## src/rtl/scpc_pkg.sv

```systemverilog
// Shared constants and types for the system clock prescaler control block
package scpc_pkg;
    // ****************************************
    // Register map (byte addresses)
    // ****************************************
    localparam logic [7:0] ADDR_PRESCALE = 8'h00;
    localparam logic [7:0] ADDR_CONFIG = 8'h04;
    localparam logic [7:0] ADDR_TIMER_ASYNC = 8'h08;
    localparam logic [7:0] ADDR_STATUS = 8'h0C;
    localparam logic [7:0] ADDR_MASK = 8'h0F;
    // ****************************************
    // Field positions and values
    // ****************************************
    localparam int CHANGE_ENABLE_BIT = 7;
    localparam int DIV_W = 4;
    localparam logic [3:0] DIV_RESET_PLAIN = 4'h0;
    localparam logic [3:0] DIV_RESET_BY8 = 4'h3;
    localparam logic [3:0] DIV_MAX_CODE = 4'h8;
    localparam logic [3:0] CLKSRC_EXTERNAL = 4'h0;
    localparam logic [3:0] CLKSRC_RC_8M = 4'h2;
    localparam logic [3:0] CLKSRC_RC_128K = 4'h3;
    localparam int TIMER_EXT_CLK_BIT = 6;
    localparam logic [1:0] SUT_SHORT = 2'h0;
    localparam logic [1:0] SUT_MEDIUM = 2'h1;
    localparam logic [1:0] SUT_LONG = 2'h2;
    // ****************************************
    // Timing
    // ****************************************
    localparam int CLK_PERIOD_PS = 10000;
    localparam int WINDOW_CYCLES = 4;
    localparam int WAKE_CYCLES = 6;
    localparam int RESET_BASE_CYCLES = 14;
    localparam int SHORT_DELAY_US10 = 41;
    localparam int LONG_DELAY_US10 = 650;
    // Delays kept in tenths of a millisecond; divide first so the product stays in range
    localparam int TENTH_MS_PS = 100000000;
    localparam int SHORT_DELAY_CYC = SHORT_DELAY_US10 * (TENTH_MS_PS / CLK_PERIOD_PS);
    localparam int LONG_DELAY_CYC = LONG_DELAY_US10 * (TENTH_MS_PS / CLK_PERIOD_PS);
    // ****************************************
    // Types
    // ****************************************
    typedef enum logic [1:0] {ST_RESET_WAIT, ST_RUN, ST_WAKE_WAIT} scpc_start_e;
    typedef struct packed {
        logic [3:0] clk_source;
        logic [1:0] startup_time;
        logic divide_by_eight;
        logic clock_output;
    } scpc_fuses_s;
    typedef struct packed {
        logic [31:0] haddr;
        logic [1:0] htrans;
        logic hwrite;
        logic [2:0] hsize;
        logic hsel;
    } scpc_ahb_req_s;
endpackage : scpc_pkg

```

## src/rtl/scpc_ripple_div.sv

```systemverilog
// Glitch-free power-of-two divider that follows the selected division code
`timescale 1ns/1ps
module scpc_ripple_div #(
    parameter int DIV_W = 4
) (
    input wire logic i_clk,
    input wire logic i_rst_b,
    input wire logic [DIV_W-1:0] i_code,
    output logic o_tick,
    output logic o_clk_div
);
    logic [8:0] cnt_q;
    logic [DIV_W-1:0] cur_code_q;
    logic [8:0] half_mask;
    logic [8:0] full_mask;
    logic wrap;

    // Division factor is two raised to the code; code 0 passes every edge
    assign full_mask = 9'(({9'h001} << cur_code_q) - 9'h001);
    assign half_mask = 9'({9'h001} << cur_code_q) >> 1;
    assign wrap = ((cnt_q & full_mask) == full_mask);
    assign o_tick = wrap;

    // ****************************************
    // Counter
    // ****************************************
    always_ff @(posedge i_clk or negedge i_rst_b)
    begin
        if (!i_rst_b)
            cnt_q <= 9'h000;
        else if (wrap)
            cnt_q <= 9'h000;
        else
            cnt_q <= 9'(cnt_q + 9'h001);
    end

    // New code only at a period boundary: no short pulse can appear
    always_ff @(posedge i_clk or negedge i_rst_b)
    begin
        if (!i_rst_b)
            cur_code_q <= '0;
        else if (wrap)
            cur_code_q <= i_code;
    end

    // Divided clock as a registered level (high in first half of period)
    always_ff @(posedge i_clk or negedge i_rst_b)
    begin
        if (!i_rst_b)
            o_clk_div <= 1'b0;
        else if (wrap)
            o_clk_div <= 1'b1;
        else if (cur_code_q != '0 && ((cnt_q + 9'h001) & half_mask) != 9'h000
                 && (((cnt_q + 9'h001) & (half_mask - 9'h001)) == 9'h000))
            o_clk_div <= 1'b0;
    end
endmodule : scpc_ripple_div

```

## src/rtl/scpc_top.sv

```systemverilog
// System clock prescaler control with AHB-Lite register access
`timescale 1ns/1ps
// ****************************************
// ****************************************
module scpc_top #(
    parameter int SHORT_DELAY = scpc_pkg::SHORT_DELAY_CYC,
    parameter int LONG_DELAY = scpc_pkg::LONG_DELAY_CYC
) (
    input wire logic I_MCLK,
    input wire logic I_RST_B,
    input wire logic [31:0] I_HADDR,
    input wire logic [1:0] I_HTRANS,
    input wire logic I_HWRITE,
    input wire logic [2:0] I_HSIZE,
    input wire logic I_HSEL,
    input wire logic I_HREADY,
    input wire logic [31:0] I_HWDATA,
    output logic [31:0] O_HRDATA,
    output logic O_HREADYOUT,
    output logic O_HRESP,
    input wire scpc_pkg::scpc_fuses_s I_FUSES,
    input wire logic I_WAKE_REQ,
    input wire logic I_PORT_OUT,
    output logic O_CLOCK_OUTPUT_PIN,
    output logic O_SYS_CLK_EN,
    output logic O_SYS_CLK,
    output logic O_CORE_RUN,
    output logic O_EXT_CLK_SELECTED,
    output logic O_TIMER_OSC_EN,
    output logic O_TIMER_EXT_CLK
);
    // ****************************************
    // Bus slave
    // ****************************************
    logic ph_valid_q;
    logic ph_write_q;
    logic [7:0] ph_addr_q;
    logic addr_ok;
    logic wr_prescale;
    logic [7:0] wdata;
    logic [3:0] div_q;
    logic ce_q;
    logic [2:0] ce_cnt_q;
    logic timer_ext_q;
    logic timer_osc_req_q;
    logic tick;
    logic clk_div;
    scpc_pkg::scpc_start_e st_q;
    logic [31:0] wait_q;
    logic [31:0] reset_delay;
    logic is_rc;

    assign O_HREADYOUT = 1'b1;
    assign O_HRESP = 1'b0;
    assign addr_ok = I_HSEL && I_HREADY && I_HTRANS[1];
    assign wdata = I_HWDATA[7:0];
    assign wr_prescale = ph_valid_q && ph_write_q && ph_addr_q == scpc_pkg::ADDR_PRESCALE;

    always_ff @(posedge I_MCLK or negedge I_RST_B)
    begin
        if (!I_RST_B)
        begin
            ph_valid_q <= 1'b0;
            ph_write_q <= 1'b0;
            ph_addr_q <= 8'h00;
        end
        else
        begin
            ph_valid_q <= addr_ok;
            ph_write_q <= I_HWRITE;
            ph_addr_q <= I_HADDR[7:0];
        end
    end

    // Read data registered at the address phase; one-cycle data phase
    always_ff @(posedge I_MCLK or negedge I_RST_B)
    begin
        if (!I_RST_B)
            O_HRDATA <= 32'h0000_0000;
        else if (addr_ok && !I_HWRITE)
        begin
            unique case (I_HADDR[7:0])
                scpc_pkg::ADDR_PRESCALE: O_HRDATA <= {24'h000000, ce_q, 3'h0, div_q};
                scpc_pkg::ADDR_CONFIG:
                    O_HRDATA <= {24'h000000, I_FUSES};
                scpc_pkg::ADDR_TIMER_ASYNC:
                    O_HRDATA <= {24'h000000, timer_osc_req_q, timer_ext_q, 6'h00};
                scpc_pkg::ADDR_STATUS:
                    O_HRDATA <= {28'h0000000, O_TIMER_OSC_EN, O_EXT_CLK_SELECTED,
                                 O_CORE_RUN, ce_q};
                default: O_HRDATA <= 32'h0000_0000;
            endcase
        end
    end

    // ****************************************
    // Prescale register
    // ****************************************
    // Enable bit and its window; set only from a write with other bits zero
    always_ff @(posedge I_MCLK or negedge I_RST_B)
    begin
        if (!I_RST_B)
        begin
            ce_q <= 1'b0;
            ce_cnt_q <= 3'h0;
        end
        else if (wr_prescale && wdata[scpc_pkg::CHANGE_ENABLE_BIT] && wdata[6:0] == 7'h00)
        begin
            if (!ce_q)
            begin
                ce_q <= 1'b1;
                ce_cnt_q <= 3'h0;
            end
            else if (tick)
            begin
                ce_cnt_q <= 3'(ce_cnt_q + 3'h1);
                if (ce_cnt_q == 3'(scpc_pkg::WINDOW_CYCLES - 1))
                    ce_q <= 1'b0;
            end
        end
        else if (ce_q && wr_prescale && !wdata[scpc_pkg::CHANGE_ENABLE_BIT])
            ce_q <= 1'b0;
        else if (ce_q && tick)
        begin
            ce_cnt_q <= 3'(ce_cnt_q + 3'h1);
            if (ce_cnt_q == 3'(scpc_pkg::WINDOW_CYCLES - 1))
                ce_q <= 1'b0;
        end
    end

    // Division code; reset value caught after release from the fuse
    logic div_loaded_q;
    always_ff @(posedge I_MCLK or negedge I_RST_B)
    begin
        if (!I_RST_B)
        begin
            div_q <= scpc_pkg::DIV_RESET_PLAIN;
            div_loaded_q <= 1'b0;
        end
        else if (!div_loaded_q)
        begin
            div_loaded_q <= 1'b1;
            div_q <= I_FUSES.divide_by_eight ? scpc_pkg::DIV_RESET_BY8
                                             : scpc_pkg::DIV_RESET_PLAIN;
        end
        else if (wr_prescale && ce_q && !wdata[scpc_pkg::CHANGE_ENABLE_BIT]
                 && wdata[3:0] <= scpc_pkg::DIV_MAX_CODE)
            div_q <= wdata[3:0];
    end

    // ****************************************
    // Divider
    // ****************************************
    // Reserved codes are refused above, so the factor stays a power of two
    scpc_ripple_div #(
        .DIV_W(scpc_pkg::DIV_W)
    ) u_div (
        .i_clk(I_MCLK),
        .i_rst_b(I_RST_B),
        .i_code(div_q),
        .o_tick(tick),
        .o_clk_div(clk_div)
    );

    // One enable feeds CPU, flash, I/O and converter clock gates alike
    assign O_SYS_CLK_EN = tick && O_CORE_RUN;
    assign O_SYS_CLK = clk_div;

    // Clock pin forced by the fuse even while held in reset
    assign O_CLOCK_OUTPUT_PIN = I_FUSES.clock_output ? (I_RST_B ? clk_div : I_MCLK)
                                                    : I_PORT_OUT;

    // ****************************************
    // Clock source and start-up
    // ****************************************
    assign O_EXT_CLK_SELECTED = I_FUSES.clk_source == scpc_pkg::CLKSRC_EXTERNAL;
    assign is_rc = I_FUSES.clk_source == scpc_pkg::CLKSRC_RC_8M
                   || I_FUSES.clk_source == scpc_pkg::CLKSRC_RC_128K;
    assign O_TIMER_OSC_EN = timer_osc_req_q && is_rc;
    assign O_TIMER_EXT_CLK = O_TIMER_OSC_EN && timer_ext_q;

    always_ff @(posedge I_MCLK or negedge I_RST_B)
    begin
        if (!I_RST_B)
        begin
            timer_ext_q <= 1'b0;
            timer_osc_req_q <= 1'b0;
        end
        else if (ph_valid_q && ph_write_q && ph_addr_q == scpc_pkg::ADDR_TIMER_ASYNC)
        begin
            timer_ext_q <= wdata[scpc_pkg::TIMER_EXT_CLK_BIT];
            timer_osc_req_q <= wdata[scpc_pkg::TIMER_EXT_CLK_BIT + 1];
        end
    end

    always_comb
    begin
        unique case (I_FUSES.startup_time)
            scpc_pkg::SUT_SHORT: reset_delay = 32'(scpc_pkg::RESET_BASE_CYCLES);
            scpc_pkg::SUT_MEDIUM: reset_delay = 32'(scpc_pkg::RESET_BASE_CYCLES + SHORT_DELAY);
            scpc_pkg::SUT_LONG: reset_delay = 32'(scpc_pkg::RESET_BASE_CYCLES + LONG_DELAY);
            default: reset_delay = 32'(scpc_pkg::RESET_BASE_CYCLES + LONG_DELAY);
        endcase
    end

    // Reserved start-up code takes the longest wait, the safe side
    always_ff @(posedge I_MCLK or negedge I_RST_B)
    begin
        if (!I_RST_B)
        begin
            st_q <= scpc_pkg::ST_RESET_WAIT;
            wait_q <= 32'h0000_0000;
        end
        else
        begin
            unique case (st_q)
                scpc_pkg::ST_RESET_WAIT:
                    if (wait_q + 32'h1 >= reset_delay)
                    begin
                        st_q <= scpc_pkg::ST_RUN;
                        wait_q <= 32'h0000_0000;
                    end
                    else
                        wait_q <= wait_q + 32'h1;
                scpc_pkg::ST_RUN:
                    if (I_WAKE_REQ)
                        st_q <= scpc_pkg::ST_WAKE_WAIT;
                scpc_pkg::ST_WAKE_WAIT:
                    if (wait_q + 32'h1 >= 32'(scpc_pkg::WAKE_CYCLES))
                    begin
                        st_q <= scpc_pkg::ST_RUN;
                        wait_q <= 32'h0000_0000;
                    end
                    else
                        wait_q <= wait_q + 32'h1;
            endcase
        end
    end

    assign O_CORE_RUN = st_q == scpc_pkg::ST_RUN;
endmodule : scpc_top

```

## config.mk

```make
export PLATFORM = sky130hd
export DESIGN_NAME = scpc_top
export DESIGN_NICKNAME = d
export VERILOG_FILES = /design/src/rtl/scpc_pkg.sv /design/src/rtl/scpc_ripple_div.sv /design/src/rtl/scpc_top.sv
export SDC_FILE = /design/constraint.sdc
export NUM_CORES = 1
export LEC_CHECK = 0
export BUFFER_PORTS_ARGS = -buffer_cell sky130_fd_sc_hd__buf_2
export CELL_PAD_IN_SITES_DETAIL_PLACEMENT = 0
export CELL_PAD_IN_SITES_GLOBAL_PLACEMENT = 2
export CORE_MARGIN = 3
export CORE_UTILIZATION = 35
export DETAILED_ROUTE_END_ITERATION = 6
export PLACE_DENSITY_LB_ADDON = 0.25
export SLEW_MARGIN = 15
export SYNTH_ARGS = -nofsm -noshare
export SYNTH_HDL_FRONTEND = slang
export SYNTH_SLANG_ARGS = --single-unit
```

## constraint.sdc

```tcl
create_clock -name I_MCLK -period 9.05 [get_ports I_MCLK]
set_input_delay 0.905 -clock I_MCLK [delete_from_list [all_inputs] [get_ports I_MCLK]]
set_output_delay 0.905 -clock I_MCLK [all_outputs]
set_load 0.02 [all_outputs]
```

# After elaboration in Yosys (flattened, before gate mapping)

Cells that the tools add are included.

Equality and inequality tests: 17
Mux-type cells: 29
Shifts and indexed selects: 1
$add $sub $neg: 5
Reductions and logical operators: 37
Magnitude comparators: 3
Bitwise operators: 3

Operator list:

| operator                                                                             | number |
|---|---|
| 32-bit 2-to-1 mux                                                                    | 2 |
| 32-bit case mux with 2 select lines                                                  | 1 |
| 23-bit case mux with 2 select lines                                                  | 1 |
| 32-bit by 1-bit adder with 32-bit output, second input constant                      | 1 |
| 32-bit by 3-bit greater-or-equal comparator with 1-bit output, second input constant | 1 |
| 32-bit greater-or-equal comparator                                                   | 1 |
| 8-bit case mux with 4 select lines                                                   | 1 |
| 8-bit by 4-bit equality test with 1-bit output, second input constant                | 3 |
| 9-bit bitwise AND                                                                    | 2 |
| 1-bit logical AND                                                                    | 17 |
| 8-bit zero test                                                                      | 2 |
| 3-bit 2-to-1 mux                                                                     | 5 |
| 1-bit 2-to-1 mux                                                                     | 11 |
| 9-bit by 1-bit adder with 9-bit output, second input constant                        | 1 |
| 9-bit by 8-bit bitwise AND with 9-bit output                                         | 1 |
| 9-bit equality test                                                                  | 1 |
| 9-bit zero test                                                                      | 1 |
| 9-bit 2-to-1 mux                                                                     | 1 |
| 9-bit nonzero test                                                                   | 1 |
| 1-bit by 4-bit left shift with 9-bit output, first input constant                    | 1 |
| 8-bit by 1-bit subtractor with 9-bit output, second input constant                   | 1 |
| 9-bit by 1-bit subtractor with 9-bit output, second input constant                   | 1 |
| 4-bit by 2-bit equality test with 1-bit output, second input constant                | 2 |
| 8-bit by 3-bit equality test with 1-bit output, second input constant                | 1 |
| 21 further kinds                                                                     | 35 |

Bits in registers: 101
Output and inout bits: 41

# Logic depth before layout (Yosys ltp)

Word-level depth: 8
Mapped depth: 18
Gate-level depth less buffers: 15

# Modules after synthesis

Synthesis repeated with hierarchy kept, for this count alone.

Cell total of the unflattened synthesis: 644
Area total of the unflattened synthesis: 5,691.7 µm²

Modules (own cells, without submodules):

| module          | area each (µm²) | cells each | seq. area each (µm²) | times used |
|---|---|---|---|---|
| scpc_top        | 4,466.8         | 491        | 1,576.5              | 1 |
| scpc_ripple_div | 1,224.9         | 153        | 350.3                | 1 |

==> flow_metrics.env <==
export IMPL_ys_seq_elements=77
export IMPL_yosys_area_share_xor_xnor=0.0442
export IMPL_hold_buffers=0
export IMPL_ant_nets=0
export IMPL_grt_overflow=0
export IMPL_port_buffers=46
export IMPL_worstHoldPathType="in -> async"
export IMPL_viasPerCell=5.45
export IMPL_yosysSeqAreaShare=0.360
export IMPL_wl_met2_um=6270
export IMPL_yosys_area_top_type_share=0.360
export IMPL_synth_most_common_cell="dfrtp_1"
export IMPL_ys_flop_type="dfrtp_1"
export IMPL_pwr_share_seq=0.330
export IMPL_ir_drop_uv=110
export IMPL_p_per_area_nw_per_um2=263
export IMPL_drt_met1_wl_um=6420
export IMPL_crit_arrival_ps=5130
export IMPL_cts_tree="built"
export IMPL_sw_frac_of_total=0.393
export IMPL_syn_area_per_cell_um2=8.87
export IMPL_syn_to_final_growth_pct=12.0
export IMPL_vias=4480
export IMPL_synth_top_family_by_area="simple AND/OR/NAND/NOR gates"
export IMPL_synthMuxAreaShare=0.0442
export IMPL_synth_edf_count=0
export IMPL_antenna_found_initial=0
export IMPL_slew_violations=0
export IMPL_synthArstFlopShare=1.00
export IMPL_p_switching_mw=0.619
export IMPL_synth_common_cells="dfrtp_1 (77), nand2_1 (75), nor2_1 (36), buf_4 (30), o21ai_0 (26)"
export IMPL_routedWlPerCell_um=16.6
export IMPL_layout_cells_non_filler=822
export IMPL_place_gp_congestion=0.865
export IMPL_p_leak_nw=2.66
export IMPL_dpl_cell_count=803
export IMPL_critPathRequiredTime_ps=8150
export IMPL_final_core_util=0.406
export IMPL_core_um2=14800
export IMPL_cts_setup_buffers=0
export IMPL_die_w_um=130
export IMPL_startpoint_type="clock port"
export IMPL_num_rows=44
export IMPL_critical_path_class="clk -> out"
export IMPL_synth_compound_area_share=0.166
export IMPL_hold_viol_final=0
export IMPL_reg2regPathDepth=15
export IMPL_drc=0
export IMPL_synth_adder_area_share=0.0491
export IMPL_grt_pass1_wl_um=22500
export IMPL_fin_nets=738
export IMPL_grt_usage=0.172
export IMPL_synth_top_area_cell="dfrtp_1"
export IMPL_worstPathMaxFanout=2
export IMPL_die_h_um=130
export IMPL_power_total_mw=1.58
export IMPL_ios=125
export IMPL_layout_drive_gt1_share=0.149
export IMPL_synth_area_um2=5350
export IMPL_p_int_mw=0.956
export IMPL_yosys_area_share_simple=0.258
export IMPL_initialDrtViolationCount=311
export IMPL_ys_types=66
export IMPL_grt_pass1_vias=4383
export IMPL_max_slew_margin_rel=0.353
export IMPL_cts_resized=0
export IMPL_nFillCells=1481
export IMPL_drv_cap=0
export IMPL_finalSetupViolCount=0
export IMPL_detail_route_first_pass_iterations=6
export IMPL_grt_setup_unrepaired="no"
export IMPL_skew_ps=7.67
export IMPL_met3_length_um=653
export IMPL_diodes=0
export IMPL_worst_setup_path_end_kind="output pin"
export IMPL_yosys_warnings=0
export IMPL_cts_clk_slew_worst_paths_ps=60
export IMPL_tightest_slew_ps=970
export IMPL_grt_max_degree=74
export IMPL_synthTopCellsByArea="dfrtp_1 (36%), nand2_1 (5.3%), ha_1 (4.9%)"
export IMPL_wl_um=13600
export IMPL_tns_ps=0
export IMPL_synth_cells=603
export IMPL_pwr_share_comb=0.367
export IMPL_topRoutingLayerUsed="met4"
export IMPL_clkPwrFrac=0.303
export IMPL_die_area_um2=16800
export IMPL_start_util=0.363
export IMPL_status="completed"
export IMPL_hpwl_um=9690
export IMPL_clock_latency_ps=460
flip-flops by register name, summed over array words and instances (netlist names):
register,flops
st_q,2
u_div.cur_code_q,4
O_HRDATA,8
ce_cnt_q,3
ce_q,1
wait_q,32
div_loaded_q,1
u_div.o_clk_div,1
ph_addr_q,8
timer_ext_q,1
div_q,4
u_div.cnt_q,9
ph_write_q,1
timer_osc_req_q,1
ph_valid_q,1
logic make-up after synthesis:
| logic type | count (synthesis) |
|---|---|
| simple gates | 257 |
| xor+xnor | 27 |
| flops | 77 |
| mux | 21 |
| fa+ha+maj | 21 |
| buf+inv | 75 |
| compound gates | 123 |
| other cells | 2 |
critical path, cell delays in order:
cell and delay (ps):
clkbuf_16 120, clkbuf_16 130, mux2i_1 120, a21oi_1 80, buf_2 150
stage by stage:
step	worst slack (ps)	area, µm²	hold slack (ps)
2_1_floorplan	3350	5440	465
3_3_place_gp	3300	5580	464
3_5_place_dp	3300	5580	471
4_1_cts	3000	5990	223
5_1_grt	2970	5990	223
6_report	3020	5990	239
metal layers:
layer  track usage  vias to the layer above
li1              -                     2212
met1         0.226                     2135
met2         0.263                      108
met3        0.0499                       25
met4        0.0758                        0
met5             0                        -
layout by cell type (no fill, tap or decap), drive strengths merged, types with 4 or more instances in the layout:
master,n
inv,19
or3,6
dfrtp,77
and2,22
and3,11
a22oi,4
o21ai,30
ha,21
mux2,11
a22o,4
nor2,36
nand4,11
o211ai,6
mux2i,9
a21o,6
nand2,75
xor2,13
clkbuf,12
nor3,21
or4,6
o221ai,12
nand3,21
xnor2,14
nand2b,6
nor4,15
and4,5
buf,50
conb,27
nor2b,10
nor3b,6
a21oi,19
a31oi,5
o31ai,11
final timing paths:
check / end / slack, ps / from
setup reg to reg: st_q[0] / 4020 / wait_q[0]
max in group asynchronous: wait_q[13] / 7660 / I_RST_B
hold / removal: ph_addr_q[7] / 240 / I_RST_B
setup / recovery: O_CLOCK_OUTPUT_PIN / 3020 / I_MCLK
min in group I_MCLK: O_HRDATA[5] / 480 / O_HRDATA[5]
hold reg to reg: O_HRDATA[5] / 480 / O_HRDATA[5]
cell type report:
class | instances | area [µm²] | share of cell area
tap | 184 | 230 | 0.0384
inverter | 16 | 60.1 | 0.0100
multi-input combinational | 476 | 3100 | 0.518
clock inverter | 7 | 106 | 0.0178
timing repair buffer | 49 | 258 | 0.0430
sequential | 77 | 1930 | 0.322
clock buffer | 13 | 305 | 0.0510
power groups by stage:
| stage | Sequential [mW] | Clock [mW] | Combinational, mW |
|---|---|---|---|
| 2_1_floorplan | 0.455 | 0.00514 | 0.521 |
| 3_3_place_gp | 0.522 | 0.00642 | 0.569 |
| 3_5_place_dp | 0.524 | 0.00642 | 0.579 |
| 4_1_cts | 0.518 | 0.495 | 0.583 |
| 5_1_grt | 0.533 | 0.509 | 0.652 |
| 6_report | 0.519 | 0.478 | 0.578 |
No activity file was read; power rests on OpenSTA's default activity.
